--- src/core/conv_pkg.sv ---
`default_nettype none
package conv_pkg;
  localparam int RES_BITS = 10;
  localparam int PAIR_BITS = 16;
  localparam int SIGN_EXT_BITS = 6;
  localparam int SYS_CLK_PERIOD_NS = 25;
  localparam int CONV_TIME_NS = 6500;
  localparam int ADC_CONV_CYCLES = 13;
  localparam int DAC_CONV_CYCLES = 11;
  localparam int ADC_SAMPLE_CYCLE = 3;
  localparam int DAC_DRIVE_CYCLE = 7;
  localparam int CONV_CLK_PERIOD_NS = CONV_TIME_NS / ADC_CONV_CYCLES;
  localparam int TICK_DIV = CONV_CLK_PERIOD_NS / SYS_CLK_PERIOD_NS;
  localparam int TICK_W = 5;
  localparam logic [TICK_W-1:0] TICK_LAST = TICK_W'(TICK_DIV - 1);
  localparam logic [TICK_W-1:0] TICK_ONE = 5'h01;
  localparam logic [3:0] PH_ZERO = 4'h0;
  localparam logic [3:0] PH_ONE = 4'h1;
  localparam logic [3:0] PH_SAMPLE_START = 4'(ADC_SAMPLE_CYCLE - 1);
  localparam logic [3:0] PH_SAMPLE_END = 4'(ADC_SAMPLE_CYCLE);
  localparam logic [3:0] PH_ADC_END = 4'(ADC_CONV_CYCLES);
  localparam logic [3:0] PH_DAC_END = 4'(DAC_CONV_CYCLES);
  localparam logic [3:0] PH_DRIVE = 4'(DAC_DRIVE_CYCLE - 1);
  localparam logic [3:0] PH_BUILD_LAST = 4'(RES_BITS);
  localparam logic [9:0] CODE_ZERO = 10'h000;
  localparam logic [9:0] CODE_MIDSCALE = 10'h200;
  localparam logic [9:0] CODE_MSB_TRIAL = 10'h200;
  localparam logic [9:0] CODE_NEG_OVER = 10'h200;
  localparam logic [9:0] CODE_NEG_FULL = 10'h201;
  localparam logic [9:0] BIT_ONE = 10'h001;
  localparam logic [5:0] ZERO_FILL = 6'h00;
  localparam logic [15:0] PAIR_RESET = 16'h0000;
  localparam logic [15:0] RIGHT_OVERRANGE = 16'hFE00;
  localparam logic [15:0] LEFT_OVERRANGE = 16'h8000;
  localparam logic [7:0] READ_BLANK = 8'h00;
  localparam logic [2:0] SE_CHANNELS = 3'h7;
  localparam logic [2:0] DIFFERENTIAL_SELECT_PAIRS = 3'h3;
  localparam logic [2:0] CH_RESET = 3'h0;
  typedef enum logic [1:0] {
    ST_IDLE = 2'b00,
    ST_ADC = 2'b01,
    ST_DAC = 2'b10
  } conv_state_t;
endpackage
`default_nettype wire

--- src/core/fmt_if.sv ---
`timescale 1ns/10ps
`default_nettype none
interface fmt_if;
  logic [9:0] adcCode;
  logic leftAdj;
  logic [15:0] adcPair;
  logic [15:0] dacPair;
  logic [9:0] dacCode;
  modport ctrl (output adcCode, output leftAdj, output dacPair, input adcPair, input dacCode);
  modport fmt (input adcCode, input leftAdj, input dacPair, output adcPair, output dacCode);
endinterface
`default_nettype wire

--- src/core/conv_tick_divider.sv ---
`timescale 1ns/10ps
`default_nettype none
module conv_tick_divider
  import conv_pkg::*;
(
  input wire logic core_clk,
  input wire logic rst_b,
  output logic tick
);
  logic [TICK_W-1:0] divCnt_q;
  wire logic atLast = (divCnt_q == TICK_LAST);
  wire logic [TICK_W-1:0] divCnt_d = atLast ? '0 : divCnt_q + TICK_ONE;

  // free running: a start waits up to one converter cycle for the first tick
  always_ff @(posedge core_clk or negedge rst_b) begin
    if (!rst_b) begin
      divCnt_q <= '0;
      tick <= 1'b0;
    end else begin
      divCnt_q <= divCnt_d;
      tick <= atLast;
    end
  end
endmodule
`default_nettype wire

--- src/core/result_formatter.sv ---
`timescale 1ns/10ps
`default_nettype none
module result_formatter
  import conv_pkg::*;
(
  fmt_if.fmt fmtBus
);
  // sar word is offset binary; flipping the msb gives two's complement
  wire logic [9:0] twosRaw = fmtBus.adcCode ^ CODE_MIDSCALE;
  // code range is symmetric, the lone -512 code folds onto -511
  wire logic [9:0] twosCode = (twosRaw == CODE_NEG_OVER) ? CODE_NEG_FULL : twosRaw;
  wire logic [15:0] rightPair = {{SIGN_EXT_BITS{twosCode[RES_BITS-1]}}, twosCode};
  wire logic [15:0] leftPair = {twosCode, ZERO_FILL};
  wire logic [9:0] dacTwos = fmtBus.leftAdj ? fmtBus.dacPair[PAIR_BITS-1 -: RES_BITS]
                                            : fmtBus.dacPair[RES_BITS-1:0];

  assign fmtBus.adcPair = fmtBus.leftAdj ? leftPair : rightPair;
  assign fmtBus.dacCode = dacTwos ^ CODE_MIDSCALE;
endmodule
`default_nettype wire

--- src/core/conv_control.sv ---
`timescale 1ns/10ps
`default_nettype none
module conv_control
  import conv_pkg::*;
(
  input wire logic core_clk,
  input wire logic rst_b,
  input wire logic converterEnableBit,
  input wire logic dacMode,
  input wire logic leftAdjustSelect,
  input wire logic differentialSelect,
  input wire logic [2:0] channelSelect,
  input wire logic goSet,
  input wire logic timerTrigger,
  input wire logic timerTrigEnable,
  input wire logic doneClear,
  input wire logic pairWriteHigh,
  input wire logic pairWriteLow,
  input wire logic [7:0] pairWriteData,
  input wire logic compAboveRaw,
  output logic [7:0] resultHighByte,
  output logic [7:0] resultLowByte,
  output logic conversionGoFlag,
  output logic conversionDoneFlag,
  output logic doneIrq,
  output logic sampleHold,
  output logic [9:0] analogCode,
  output logic dacDrive,
  output logic [2:0] muxChannel,
  output logic muxDiff,
  output logic muxConnect
);
  conv_state_t state_q, stateD;
  logic [3:0] phase_q;
  logic [9:0] sar_q, sarD;
  logic [9:0] dacBuf_q;
  logic [15:0] pair_q, pairD;
  logic [7:0] rdHigh_q, rdLow_q;
  logic go_q, done_q, irq_q, hold_q, drive_q;
  logic [2:0] muxCh_q;
  logic muxDiff_q, muxConn_q;
  logic compSync1_q, compSync2_q;
  logic tick;

  fmt_if fmtBus ();

  conv_tick_divider u_divider (
    .core_clk(core_clk),
    .rst_b(rst_b),
    .tick(tick)
  );

  result_formatter u_formatter (
    .fmtBus(fmtBus)
  );

  wire logic idle = (state_q == ST_IDLE);
  wire logic swStart = goSet;
  wire logic hwStart = timerTrigger && timerTrigEnable;
  wire logic startReq = (swStart || hwStart) && converterEnableBit && idle;
  wire logic abort = !idle && !converterEnableBit;
  wire logic tickAdc = tick && converterEnableBit && (state_q == ST_ADC);
  wire logic tickDac = tick && converterEnableBit && (state_q == ST_DAC);
  wire logic adcEnd = tickAdc && (phase_q == PH_ADC_END);
  wire logic dacEnd = tickDac && (phase_q == PH_DAC_END);
  wire logic finish = adcEnd || dacEnd;

  // adc trial: bit under test is decided by the synchronised comparator
  wire logic [3:0] bitIdx = PH_ADC_END - phase_q;
  wire logic [9:0] bitMask = BIT_ONE << bitIdx;
  wire logic [9:0] sarKept = compSync2_q ? sar_q : (sar_q & ~bitMask);
  wire logic [9:0] sarStep = sarKept | (bitMask >> 1);
  // dac build: buffered bits revealed msb first from the second cycle
  wire logic [3:0] dacShift = phase_q - PH_ONE;
  wire logic [9:0] dacMask = CODE_MSB_TRIAL >> dacShift;
  wire logic [9:0] dacBuilt = (sar_q & ~dacMask) | (dacBuf_q & dacMask);
  wire logic dacBuildTick = tickDac && (phase_q != PH_ZERO) && (phase_q <= PH_BUILD_LAST);

  wire logic chanValid = differentialSelect ? (channelSelect < DIFFERENTIAL_SELECT_PAIRS)
                                            : (channelSelect < SE_CHANNELS);
  wire logic pairWrEn = dacMode && (state_q != ST_ADC);
  wire logic pairWrAny = pairWrEn && (pairWriteHigh || pairWriteLow);
  wire logic [3:0] phaseD = idle ? PH_ZERO : (tick ? phase_q + PH_ONE : phase_q);
  wire logic goD = startReq || (go_q && !finish && !abort);
  // a completion in the clear cycle still leaves the flag set
  wire logic doneD = finish || (done_q && !doneClear);
  wire logic adcRun = (state_q == ST_ADC) && converterEnableBit;
  wire logic holdD = !adcRun ? 1'b0 :
                     (tickAdc && phase_q == PH_SAMPLE_START) ? 1'b1 :
                     (tickAdc && phase_q == PH_SAMPLE_END) ? 1'b0 : hold_q;
  wire logic driveD = (!(dacMode && converterEnableBit) || startReq) ? 1'b0 :
                      (tickDac && phase_q == PH_DRIVE) ? 1'b1 : drive_q;
  // dac pair reads as blank; readback lags the pair by one cycle
  wire logic [7:0] rdHighD = dacMode ? READ_BLANK : pair_q[15:8];
  wire logic [7:0] rdLowD = dacMode ? READ_BLANK : pair_q[7:0];

  assign fmtBus.adcCode = sarKept;
  assign fmtBus.leftAdj = leftAdjustSelect;
  assign fmtBus.dacPair = pair_q;

  always_comb begin
    stateD = state_q;
    unique case (state_q)
      ST_IDLE: begin
        if (startReq) begin
          stateD = dacMode ? ST_DAC : ST_ADC;
        end
      end
      ST_ADC, ST_DAC: begin
        if (finish || abort) begin
          stateD = ST_IDLE;
        end
      end
      default: stateD = ST_IDLE;
    endcase
  end

  always_comb begin
    sarD = sar_q;
    if (startReq) begin
      sarD = CODE_ZERO;
    end else if (tickAdc && phase_q == PH_SAMPLE_END) begin
      sarD = CODE_MSB_TRIAL;
    end else if (tickAdc && phase_q > PH_SAMPLE_END) begin
      sarD = sarStep;
    end else if (dacBuildTick) begin
      sarD = dacBuilt;
    end
  end

  // formatted once at write time, so a later adjust change never reformats
  always_comb begin
    pairD = pair_q;
    if (adcEnd) begin
      pairD = fmtBus.adcPair;
    end else if (pairWrEn) begin
      if (pairWriteHigh) begin
        pairD[15:8] = pairWriteData;
      end
      if (pairWriteLow) begin
        pairD[7:0] = pairWriteData;
      end
    end
  end

  always_ff @(posedge core_clk or negedge rst_b) begin
    if (!rst_b) begin
      state_q <= ST_IDLE;
      phase_q <= PH_ZERO;
      sar_q <= CODE_ZERO;
      pair_q <= PAIR_RESET;
    end else begin
      state_q <= stateD;
      phase_q <= phaseD;
      sar_q <= sarD;
      pair_q <= pairD;
    end
  end

  always_ff @(posedge core_clk or negedge rst_b) begin
    if (!rst_b) begin
      go_q <= 1'b0;
      done_q <= 1'b0;
      irq_q <= 1'b0;
      hold_q <= 1'b0;
      drive_q <= 1'b0;
    end else begin
      go_q <= goD;
      done_q <= doneD;
      irq_q <= finish;
      hold_q <= holdD;
      drive_q <= driveD;
    end
  end

  always_ff @(posedge core_clk or negedge rst_b) begin
    if (!rst_b) begin
      dacBuf_q <= CODE_ZERO;
      muxCh_q <= CH_RESET;
      muxDiff_q <= 1'b0;
      muxConn_q <= 1'b0;
    end else if (startReq) begin
      // buffer frozen for the whole output conversion
      if (dacMode) begin
        dacBuf_q <= fmtBus.dacCode;
      end
      muxCh_q <= channelSelect;
      muxDiff_q <= differentialSelect && !dacMode;
      muxConn_q <= chanValid && !dacMode;
    end
  end

  always_ff @(posedge core_clk or negedge rst_b) begin
    if (!rst_b) begin
      compSync1_q <= 1'b0;
      compSync2_q <= 1'b0;
      rdHigh_q <= READ_BLANK;
      rdLow_q <= READ_BLANK;
    end else begin
      compSync1_q <= compAboveRaw;
      compSync2_q <= compSync1_q;
      rdHigh_q <= rdHighD;
      rdLow_q <= rdLowD;
    end
  end

  assign resultHighByte = rdHigh_q;
  assign resultLowByte = rdLow_q;
  assign conversionGoFlag = go_q;
  assign conversionDoneFlag = done_q;
  assign doneIrq = irq_q;
  assign sampleHold = hold_q;
  assign analogCode = sar_q;
  assign dacDrive = drive_q;
  assign muxChannel = muxCh_q;
  assign muxDiff = muxDiff_q;
  assign muxConnect = muxConn_q;

  // helper: system cycles spent in a run state, first-tick wait included
  localparam int ADC_RUN_MIN = ADC_CONV_CYCLES * TICK_DIV;
  localparam int ADC_RUN_MAX = ADC_RUN_MIN + TICK_DIV - 1;
  localparam int DAC_RUN_MIN = DAC_CONV_CYCLES * TICK_DIV;
  localparam int DAC_RUN_MAX = DAC_RUN_MIN + TICK_DIV - 1;
  logic [8:0] runCnt_q;
  always_ff @(posedge core_clk or negedge rst_b) begin
    if (!rst_b) begin
      runCnt_q <= 9'h000;
    end else begin
      runCnt_q <= idle ? 9'h000 : runCnt_q + 9'h001;
    end
  end
endmodule
`default_nettype wire

--- config.mk ---
export PLATFORM = sky130hd
export DESIGN_NAME = conv_control
export DESIGN_NICKNAME = d
export VERILOG_FILES = /design/src/core/conv_pkg.sv /design/src/core/fmt_if.sv /design/src/core/conv_tick_divider.sv /design/src/core/result_formatter.sv /design/src/core/conv_control.sv
export SDC_FILE = /design/constraint.sdc
export NUM_CORES = 1
export LEC_CHECK = 0
export BUFFER_PORTS_ARGS = -buffer_cell sky130_fd_sc_hd__buf_2
export CAP_MARGIN = 10
export CORE_UTILIZATION = 51
export DETAILED_ROUTE_END_ITERATION = 6
export PLACE_DENSITY_LB_ADDON = 0.12
export SKIP_LAST_GASP = 1
export SYNTH_ARGS = -nofsm -noshare
export SYNTH_HDL_FRONTEND = slang
export SYNTH_HIERARCHICAL = 1
export SYNTH_SLANG_ARGS = --single-unit
--- constraint.sdc ---
create_clock -name core_clk -period 2.7 [get_ports core_clk]
set_input_delay 0.81 -clock core_clk [delete_from_list [all_inputs] [get_ports core_clk]]
set_output_delay 0.81 -clock core_clk [all_outputs]
set_load 0.01 [all_outputs]
==> insert_results.sql, run 1 <==
INSERT INTO impl_metrics (metric_group, metric, value, unit) VALUES
('setup_path', 'worst_r2r_startpoint', 'phase_q[1]$_DFFE_PN0P_', ''),
('logic_synthesis', 'syn_avg_cell_area', '10.3', 'um^2'),
('logic_synthesis', 'combinational_family_with_the_most_area_after_synthesis', 'compound AO/OA/AOI/OAI gates', ''),
('global_route', 'grt-ovfl-total', '0', ''),
('sta', 'worst_hold_slack', '367', 'ps'),
('logic_synthesis', 'synth-async-reset-ratio', '100', '%'),
('routing', 'route.detailed.vias_per_inst', '5.63', ''),
('sta', 'setup_failing_eps_final', '0', ''),
('logic_synthesis', 'post_synth_most_frequent_cells', 'sky130_fd_sc_hd__dfrtp_1 (76), sky130_fd_sc_hd__nand2_1 (52), sky130_fd_sc_hd__inv_1 (23), sky130_fd_sc_hd__nor2b_1 (22), sky130_fd_sc_hd__o21ai_0 (22)', ''),
('logic_synthesis', 'synthesis.area', '4150', 'um^2'),
('clock_tree', 'clk_pin_slew', '80', 'ps'),
('logic_synthesis', 'synth_compound_area_share', '16.4', '%'),
('sta', 'unrepaired_setup_endpoints_after_global_routing', 'no', ''),
('clock_tree', 'clock_sinks', '76', ''),
('min_path', 'hold_path_class', 'register to register', ''),
('sta', 'max_slew.worst_pin.slew', '561', 'ps'),
('placed_design', 'gp_congestion', '0.948', ''),
('floorplanning', 'die_h', '92.2', 'um'),
('floorplanning', 'initial_standard_cell_utilization_of_the_core', '53.2', '%'),
('clock_tree', 'cts_buffer_depth', '2', ''),
('cells_and_area', 'multiInputGateArea', '2040', 'um^2'),
('placed_design', 'io_buffer_count', '59', ''),
('cells_and_area', 'ff_latch_area', '1900', 'um^2'),
('sta', 'final.setup.tns', '0', 'ps'),
('floorplanning', 'die_area', '8500', 'um^2'),
('clock_tree', 'numCtsBuffers', '9', ''),
('global_route', 'grtUsageMet1', '35.1', '%'),
('clock_tree', 'cts_root_buffer', 'sky130_fd_sc_hd__clkbuf_8', ''),
('logic_synthesis', 'synth-seq-cells', '76', ''),
('run', 'drv.max_cap_violation_count', '0', ''),
('clock_tree', 'postCtsSetupBuffers', '0', ''),
('clock_tree', 'worst_skew_late_latency', '350', 'ps'),
('setup_path', 'timing.critical_path.slowest_cell_delay', '470', 'ps'),
('floorplanning', 'std_cell_rows', '32', ''),
('routing', 'wl', '9790', 'um'),
('sta', 'skew', '11.1', 'ps'),
('global_route', 'grt_util_met2', '39.4', '%'),
('logic_synthesis', 'synth_fa_ha_area_share', '4.52', '%'),
('setup_path', 'timing.rr.end', 'fmtBus.dacPair[14]$_DFFE_PN0P_', ''),
('setup_path', 'crit_path_start_kind', 'register', ''),
('global_route', 'grtUsageTotal', '25.0', '%'),
('logic_synthesis', 'synth_cell_type_count', '53', ''),
('logic_synthesis', 'ys_dominant_reg_cell', 'sky130_fd_sc_hd__dfrtp_1', ''),
('routing', 'firstDrtPassIters', '4', ''),
('sta', 'finalHoldViolations', '0', ''),
('sta', 'timing.final.crit_share', '86.2', '%'),
('floorplanning', 'core', '7810', 'um^2'),
('global_route', 'grtUsageMet3', '3.73', '%'),
('floorplanning', 'pin_count', '60', ''),
('clock_tree', 'tritoncts_clock_tree', 'yes', ''),
('clock_tree', 'ctsHoldBuffers', '0', ''),
('logic_synthesis', 'ys.warnings.count', '6', ''),
('routing', 'post_dr_wirelength_cell', '16.9', 'um'),
('setup_path', 'crit_path_frequent_cell', 'sky130_fd_sc_hd__inv_1', ''),
('logic_synthesis', 'seq_area_frac_synth', '45.8', '%'),
('global_route', 'grt_pass1_wl', '16300', 'um'),
('sta', 'fin_ws', '371', 'ps'),
('global_route', 'grt_pass1_vias', '3145', ''),
('routing', 'via_count', '3255', ''),
('setup_path', 'cpMaxStageDelayCell', 'sky130_fd_sc_hd__dfrtp_1', ''),
('routing', 'drc', '0', ''),
('placed_design', 'dp_hpwl', '7120', 'um'),
('logic_synthesis', 'synth_xor_area_share', '2.89', '%'),
('setup_path', 'path_buf_inv', '2', ''),
('run_status', 'outcome', 'finished clean', ''),
('min_path', 'hold_path_end', 'compSync2_q$_DFF_PN0_', ''),
('cells_and_area', 'syn_to_layout_area_delta', '17.2', '%'),
('logic_synthesis', 'yosysTopAreaCellShare', '45.8', '%'),
('floorplanning', 'die_width', '92.2', 'um'),
('global_route', 'antenna_found_initial', '0', ''),
('min_path', 'hold_start', 'compSync1_q$_DFF_PN0_', '');
## state kept, by name (all words and copies together), names as in the netlist, 2 cells and up
| signal | count |
|---|---|
| analogCode | 10 |
| dacBuf_q | 10 |
| state_q | 2 |
| u_divider/divCnt_q | 5 |
| resultLowByte | 8 |
| fmtBus.dacPair | 16 |
| muxChannel | 3 |
| resultHighByte | 8 |
| phase_q | 4 |
## stage by stage
step,area (um^2),instances,total power [mW]
after floorplan,4150,403,2.12
after CTS,4860,578,3.47
after global routing,4860,578,3.64
final,4860,578,3.43
after global placement,4630,563,2.41
after detailed placement,4630,563,2.43
## layer usage
layer / vias to the layer above / routed length (um)
li1: 1563 / -
met1: 1589 / 4500
met2: 91 / 4760
met3: 12 / 382
met4: 0 / 146
met5: - / 0
## cell families (layout without fill, tap and decap cells)
logic type / Yosys count / after routing
and+or+nand+nor: 123 / 123
DFF: 76 / 76
adders and majority gates: 15 / 15
xor gates and xnor gates: 9 / 9
AOI/OAI and AO/OA: 97 / 97
muxes: 37 / 37
buffers and inverters: 46 / 119
## report_power, final
part / total, mW / internal (mW) / switching [mW]
clock network: 1.04 / 0.612 / 0.424
registers: 1.59 / 1.42 / 0.171
logic: 0.806 / 0.387 / 0.419
total: 3.43 / 2.42 / 1.01
## layout by cell type, fill, tap and decap left out, types with 10 or more instances in the layout
cell type,instances
sky130_fd_sc_hd__buf_4,20
sky130_fd_sc_hd__o31ai_1,12
sky130_fd_sc_hd__nand2_1,52
sky130_fd_sc_hd__inv_1,23
sky130_fd_sc_hd__ha_1,15
sky130_fd_sc_hd__o21ai_0,22
sky130_fd_sc_hd__mux2_2,19
sky130_fd_sc_hd__nor2_1,18
sky130_fd_sc_hd__a21oi_1,16
sky130_fd_sc_hd__a31oi_1,12
sky130_fd_sc_hd__a311oi_1,10
sky130_fd_sc_hd__nor2b_1,22
sky130_fd_sc_hd__dfrtp_1,76
sky130_fd_sc_hd__mux2i_1,18
sky130_fd_sc_hd__buf_2,58
## worst max path at each step
| stage | end | start | slack, ps | cells after the start |
|---|---|---|---|---|
| 5_1_grt | fmtBus.dacPair[14]$_DFFE_PN0P_ | phase_q[1]$_DFFE_PN0P_ | 150 | 8 |
| 6_report | fmtBus.dacPair[14]$_DFFE_PN0P_ | phase_q[1]$_DFFE_PN0P_ | 370 | 8 |
| 3_3_place_gp | analogCode[1]$_DFFE_PN0P_ | timerTrigger | 320 | 7 |
| 2_1_floorplan | fmtBus.dacPair[6]$_DFFE_PN0P_ | phase_q[2]$_DFFE_PN0P_ | 550 | 10 |
| 4_1_cts | fmtBus.dacPair[14]$_DFFE_PN0P_ | phase_q[1]$_DFFE_PN0P_ | 350 | 8 |
| 3_5_place_dp | analogCode[4]$_DFFE_PN0P_ | timerTrigger | 240 | 7 |
## area by class of cell
type | count | share of cell area, %
sequential | 76 | 39.1
inverter | 25 | 1.93
clock inverter | 6 | 2.31
tap | 102 | 2.62
timing repair buffer | 79 | 9.47
clock buffer | 9 | 2.55
multi-input combinational | 281 | 42.0
Note: power is estimated with default switching activity, not from simulation.
==> run 2, diff against run 1 <==
- RECOVER_POWER: default -> 25
==> insert_results.sql, run 2 (synthesis gave the netlist of run 1 again) <==
INSERT INTO impl_metrics (metric_group, metric, value, unit) VALUES
('cells_and_area', 'diodes_inserted', '0', ''),
('setup_path', 'timing.critical_path.arrival', '2580', 'ps'),
('clock_tree', 'cts_root_buffer', 'sky130_fd_sc_hd__clkbuf_8', ''),
('sta', 'finalMaxSlewViolations', '0', ''),
('routing', 'post_dr_wirelength_cell', '16.9', 'um'),
('min_path', 'hold_depth', '0', ''),
('routing', 'route.detailed.vias_per_inst', '5.60', ''),
('run', 'drv.max_cap_violation_count', '0', ''),
('setup_path', 'worstSetupEndpoint', 'dacBuf_q[0]$_DFFE_PN0P_', ''),
('routing', 'drt_iter0_markers', '172', ''),
('cells_and_area', 'design.final.nets', '511', ''),
('setup_path', 'crit_path_start_kind', 'primary input', ''),
('sta', 'timing.slew.headroom', '29.5', '%'),
('sta', 'final.setup.tns', '0', 'ps'),
('clock_tree', 'tritoncts_clock_tree', 'yes', ''),
('sta', 'max_slew.worst_pin.slew', '1060', 'ps'),
('floorplanning', 'std_cell_rows', '32', ''),
('power_and_ir_drop', 'powerDensity', '707', 'nW/um^2'),
('power_and_ir_drop', 'static-leakage-power', '2.27', 'nW'),
('clock_tree', 'cts.repair.resized', '0', ''),
('clock_tree', 'numCtsBuffers', '9', ''),
('setup_path', 'timing.rr.end', 'fmtBus.dacPair[14]$_DFFE_PN0P_', ''),
('sta', 'worst_hold_slack', '368', 'ps'),
('cells_and_area', 'largest_register_ff_count', '16', ''),
('cells_and_area', 'layout_common_cells', 'sky130_fd_sc_hd__dfrtp_1 (76), sky130_fd_sc_hd__buf_2 (58), sky130_fd_sc_hd__nand2_1 (52)', ''),
('sta', 'timing.fmax', '0.425', 'GHz'),
('setup_path', 'worst_r2r_startpoint', 'phase_q[1]$_DFFE_PN0P_', ''),
('power_and_ir_drop', 'total_power', '3.43', 'mW'),
('placed_design', 'io_buffer_count', '59', ''),
('global_route', 'antenna_found_initial', '0', ''),
('clock_tree', 'clock_sinks', '76', ''),
('setup_path', 'endpoint_kind_of_the_worst_setup_timing_path', 'register', ''),
('global_route', 'grt_pass1_vias', '3145', ''),
('sta', 'finalHoldViolations', '0', ''),
('sta', 'skew', '11.4', 'ps'),
('setup_path', 'crit_path_cell_trace', 'buf_2 > clkbuf_1 > nand2_1 > mux2_2', ''),
('sta', 'setup_failing_eps_final', '0', ''),
('cells_and_area', 'layout_commonest_cell', 'sky130_fd_sc_hd__dfrtp_1', ''),
('min_path', 'hold_path_class', 'register to register', ''),
('clock_tree', 'ctsHoldBuffers', '0', ''),
('cells_and_area', 'instances_no_fill', '578', ''),
('sta', 'unrepaired_setup_endpoints_after_global_routing', 'no', ''),
('setup_path', 'r2r.worst_path.cells', '8', ''),
('floorplanning', 'die_width', '92.2', 'um'),
('floorplanning', 'die_area', '8500', 'um^2'),
('setup_path', 'worstSetupPathType', 'primary input to register', ''),
('clock_tree', 'cts.htree.levels', '3', ''),
('cells_and_area', 'post_route_cells_drive_above_1_share', '27.9', '%'),
('placed_design', 'gp_congestion', '0.948', ''),
('placed_design', 'dp_hpwl', '7120', 'um'),
('global_route', 'grt-ovfl-total', '0', ''),
('floorplanning', 'die_h', '92.2', 'um'),
('power_and_ir_drop', 'power.ir.vdd_worst', '0.552', 'mV'),
('clock_tree', 'cts_buffer_depth', '2', ''),
('cells_and_area', 'syn_to_layout_area_delta', '17.1', '%'),
('clock_tree', 'postCtsSetupBuffers', '0', ''),
('setup_path', 'worstSetupStartpoint', 'dacMode', ''),
('setup_path', 'ff2ff_setup_slack', '350', 'ps'),
('clock_tree', 'worst_skew_late_latency', '350', 'ps'),
('sta', 'timing.final.crit_share', '87.2', '%'),
('setup_path', 'worst_ep_required_time', '2920', 'ps'),
('global_route', 'grtUsageTotal', '25.0', '%'),
('setup_path', 'cpMaxStageDelayCell', 'sky130_fd_sc_hd__clkbuf_1', ''),
('setup_path', 'timing.critical_path.slowest_cell_delay', '710', 'ps'),
('cells_and_area', 'multiInputGateArea', '2040', 'um^2'),
('sta', 'finalWorstPathRequiredPeriod', '2350', 'ps'),
('routing', 'firstDrtPassIters', '4', ''),
('clock_tree', 'clk_pin_slew', '80', 'ps'),
('setup_path', 'critical_path_peak_fanout', '21', ''),
('global_route', 'grt_max_degree', '41', ''),
('global_route', 'grt_pass1_wl', '16300', 'um'),
('cells_and_area', 'ff_latch_area', '1900', 'um^2'),
('routing', 'drc', '0', ''),
('run_status', 'outcome', 'finished clean', ''),
('routing', 'antenna_left', '0', ''),
('cells_and_area', 'num-fill-cells', '664', ''),
('placed_design', 'placed_cell_area', '4630', 'um^2'),
('floorplanning', 'initial_standard_cell_utilization_of_the_core', '53.2', '%'),
('routing', 'wl', '9790', 'um'),
('placed_design', 'placed_cells_incl_taps', '563', ''),
('cells_and_area', 'post-route-cell-area', '4860', 'um^2'),
('floorplanning', 'pin_count', '60', ''),
('routing', 'via_count', '3237', ''),
('floorplanning', 'core', '7810', 'um^2');
run 2: cell types whose count changed in the layout (fill, tap and decap cells not counted), sizes merged:
cell / delta
clkbuf: +2
buf: -2
run 2: area by class of cell:
cell class | instances | area share [%]
repair buffers | 79 | 9.35
well taps | 102 | 2.63
multi-input cells | 281 | 42.1
clock buffers | 9 | 2.55
flip-flops and latches | 76 | 39.1
clock inverters | 6 | 2.32
inverters | 25 | 1.93
run 2: worst max-delay path, delay by kind of cell:
kind          cells  cell delay [ps]
buf+inv           2              790
mux               1              430
simple gates      1              540
run 2: worst min-delay path by stage:
| stage | from | end | slack, ps |
|---|---|---|---|
| floorplan | compSync1_q$_DFF_PN0_ | compSync2_q$_DFF_PN0_ | 330 |
| global placement | compSync1_q$_DFF_PN0_ | compSync2_q$_DFF_PN0_ | 350 |
| detailed placement | compSync1_q$_DFF_PN0_ | compSync2_q$_DFF_PN0_ | 350 |
| CTS | compSync1_q$_DFF_PN0_ | compSync2_q$_DFF_PN0_ | 370 |
| global route | compSync1_q$_DFF_PN0_ | compSync2_q$_DFF_PN0_ | 370 |
| finish | compSync1_q$_DFF_PN0_ | compSync2_q$_DFF_PN0_ | 370 |
run 2: where the power goes:
group          leakage (nW)  switching, mW  internal, mW  total, mW
sequential            0.962          0.170          1.42       1.59
combinational          1.19          0.419         0.386      0.806
clock                 0.120          0.424         0.612       1.04
run 2: metal layers:
metal / up-vias / global-route usage, % / wire length (um)
met4: 0 / 9.24 / 171
met2: 90 / 39.4 / 4670
met3: 14 / 3.73 / 374
met5: - / 0 / 0
li1: 1561 / - / -
met1: 1572 / 35.1 / 4580
run 2: through the flow:
step	setup slack, ps	util [%]
floorplan	546	-
global placement	323	59.3
detailed placement	245	59.3
CTS	349	62.3
global route	150	62.2
finish	345	62.2
==> run 3, diff against run 2 <==
- CORE_MARGIN: default -> 2
==> insert_results.sql, run 3 (synthesis gave the netlist of run 1 again) <==
INSERT INTO impl_metrics (metric_group, metric, value, unit) VALUES
('run_status', 'outcome', 'finished clean', ''),
('sta', 'timing.final.crit_share', '88.2', '%'),
('global_route', 'grtUsageTotal', '23.5', '%'),
('setup_path', 'crit_path_cell_trace', 'buf_2 > clkbuf_1 > nand2_1 > mux2_2', ''),
('setup_path', 'worstSetupEndpoint', 'dacBuf_q[2]$_DFFE_PN0P_', ''),
('routing', 'post_dr_wirelength_cell', '16.8', 'um'),
('sta', 'setup_failing_eps_final', '0', ''),
('power_and_ir_drop', 'power_frac_comb', '24.4', '%'),
('global_route', 'grt_util_met2', '37.6', '%'),
('sta', 'final.setup.tns', '0', 'ps'),
('routing', 'wl', '9640', 'um'),
('floorplanning', 'pin_count', '60', ''),
('min_path', 'hold_path_class', 'register to register', ''),
('power_and_ir_drop', 'pwr-share-seq', '48.2', '%'),
('sta', 'timing.slew.headroom', '22.7', '%'),
('power_and_ir_drop', 'clock_power_share', '27.4', '%'),
('routing', 'drc', '0', ''),
('setup_path', 'crit_path_start_kind', 'primary input', ''),
('setup_path', 'r2r.worst_path.cells', '9', ''),
('setup_path', 'cp_top_family', 'buffers and inverters', ''),
('routing', 'firstDrtPassIters', '5', ''),
('power_and_ir_drop', 'power.ir.vdd_worst', '0.368', 'mV'),
('power_and_ir_drop', 'static-leakage-power', '2.22', 'nW'),
('placed_design', 'dp_hpwl', '7090', 'um'),
('sta', 'unrepaired_setup_endpoints_after_global_routing', 'no', ''),
('floorplanning', 'die_h', '94.2', 'um'),
('setup_path', 'worstSetupPathDepth', '4', ''),
('power_and_ir_drop', 'total_power', '3.31', 'mW'),
('setup_path', 'worst_ep_required_time', '2940', 'ps'),
('setup_path', 'ff2ff_setup_slack', '330', 'ps'),
('sta', 'finalHoldViolations', '0', ''),
('run', 'drv.max_cap_violation_count', '0', ''),
('sta', 'finalMaxSlewViolations', '0', ''),
('setup_path', 'critical_path_peak_fanout', '21', ''),
('power_and_ir_drop', 'powerDensity', '693', 'nW/um^2'),
('clock_tree', 'cts.htree.levels', '3', ''),
('cells_and_area', 'design.final.nets', '506', ''),
('routing', 'antenna_left', '0', ''),
('global_route', 'grtUsageMet3', '3.69', '%'),
('clock_tree', 'clock_sinks', '76', ''),
('global_route', 'grt_most_used_layer', 'met2', ''),
('floorplanning', 'initial_standard_cell_utilization_of_the_core', '53.2', '%'),
('setup_path', 'worst_r2r_startpoint', 'phase_q[1]$_DFFE_PN0P_', ''),
('global_route', 'grtUsageMet1', '32.3', '%'),
('sta', 'skew', '10.1', 'ps'),
('setup_path', 'timing.critical_path.slowest_cell_delay', '740', 'ps'),
('clock_tree', 'worst_skew_late_latency', '350', 'ps'),
('routing', 'via_count', '3220', ''),
('placed_design', 'gp_congestion', '0.962', ''),
('clock_tree', 'numCtsBuffers', '9', ''),
('global_route', 'grt_pass1_vias', '3142', ''),
('global_route', 'grt-ovfl-total', '0', ''),
('setup_path', 'endpoint_kind_of_the_worst_setup_timing_path', 'register', ''),
('cells_and_area', 'num-fill-cells', '703', ''),
('clock_tree', 'ctsHoldBuffers', '0', ''),
('power_and_ir_drop', 'switching_share', '31.6', '%'),
('routing', 'drt_iter0_markers', '195', ''),
('setup_path', 'worstSetupStartpoint', 'dacMode', ''),
('sta', 'max_slew.worst_pin.slew', '1160', 'ps'),
('floorplanning', 'die_width', '94.2', 'um'),
('sta', 'timing.fmax', '0.420', 'GHz'),
('power_and_ir_drop', 'power_spent_charging_and_discharging_nets', '1.05', 'mW'),
('cells_and_area', 'layout_common_cells', 'sky130_fd_sc_hd__dfrtp_1 (76), sky130_fd_sc_hd__buf_2 (58), sky130_fd_sc_hd__nand2_1 (52)', ''),
('cells_and_area', 'diodes_inserted', '0', ''),
('setup_path', 'path_buf_inv', '2', ''),
('clock_tree', 'tritoncts_clock_tree', 'yes', ''),
('cells_and_area', 'syn_to_layout_area_delta', '15.2', '%'),
('floorplanning', 'std_cell_rows', '32', ''),
('setup_path', 'worstSetupPathType', 'primary input to register', ''),
('min_path', 'hold_start', 'compSync1_q$_DFF_PN0_', ''),
('setup_path', 'timing.rr.end', 'fmtBus.dacPair[10]$_DFFE_PN0P_', ''),
('routing', 'route.detailed.vias_per_inst', '5.61', ''),
('clock_tree', 'postCtsSetupBuffers', '0', ''),
('cells_and_area', 'layout_commonest_cell', 'sky130_fd_sc_hd__dfrtp_1', ''),
('sta', 'finalWorstPathRequiredPeriod', '2380', 'ps'),
('setup_path', 'cpMaxStageDelayCell', 'sky130_fd_sc_hd__clkbuf_1', ''),
('global_route', 'antenna_found_initial', '0', ''),
('global_route', 'grt_max_degree', '57', ''),
('cells_and_area', 'post_route_cells_drive_above_1_share', '27.1', '%'),
('setup_path', 'timing.critical_path.arrival', '2620', 'ps'),
('clock_tree', 'clk_pin_slew', '80', 'ps'),
('global_route', 'grt_pass1_wl', '15900', 'um'),
('clock_tree', 'cts_buffer_depth', '2', ''),
('floorplanning', 'core', '7810', 'um^2'),
('cells_and_area', 'largest_register_ff_count', '16', ''),
('clock_tree', 'cts.repair.resized', '0', ''),
('clock_tree', 'cts_root_buffer', 'sky130_fd_sc_hd__clkbuf_8', ''),
('power_and_ir_drop', 'cellInternalPower', '2.26', 'mW'),
('placed_design', 'io_buffer_count', '59', ''),
('floorplanning', 'die_area', '8880', 'um^2');
## run 3: changes by cell type in the layout (fill, tap and decap cells not counted), sizes merged
cell / before / now
buf: 77 / 71
bufinv: 3 / 1
clkbuf: 11 / 13
clkinv: 2 / 3
clkinvlp: 0 / 1
## run 3: layer usage
| metal | routed length (um) | vias to the layer above |
|---|---|---|
| met5 | 0 | - |
| met4 | 140 | 0 |
| met3 | 455 | 11 |
| met2 | 4730 | 101 |
| met1 | 4310 | 1561 |
| li1 | - | 1547 |
## run 3: how the worst min path moves through the flow
stage,slack [ps],endpoint,depth (start not counted)
6_report,370,compSync2_q$_DFF_PN0_,0
5_1_grt,380,compSync2_q$_DFF_PN0_,0
4_1_cts,340,analogCode[1]$_DFFE_PN0P_,1
3_5_place_dp,350,compSync2_q$_DFF_PN0_,0
3_3_place_gp,350,compSync2_q$_DFF_PN0_,0
2_1_floorplan,330,compSync2_q$_DFF_PN0_,0
## run 3: final cells by class
class	instances	area [um^2]	area share, %
well taps	102	128	2.67
flip-flops and latches	76	1900	39.8
repair buffers	74	403	8.43
multi-input cells	281	2040	42.8
inverters	25	93.8	1.96
clock inverters	6	72.6	1.52
clock buffers	10	138	2.88
## run 3: power groups by stage
stage	clock network, mW	registers [mW]	logic [mW]
floorplan	0	1.61	0.514
global placement	0	1.62	0.800
detailed placement	0	1.62	0.822
CTS	0.938	1.60	0.824
global route	0.989	1.63	0.914
finish	0.908	1.60	0.807
## run 3: per-stage QoR
step	hold WS [ps]	util [%]	instance area, um^2	instances	setup WS (ps)
floorplan	331	-	4150	403	546
CTS	337	61.5	4800	574	364
finish	366	61.2	4780	574	318
global route	376	61.2	4780	574	154
global placement	349	58.8	4590	558	359
detailed placement	348	58.8	4590	558	342
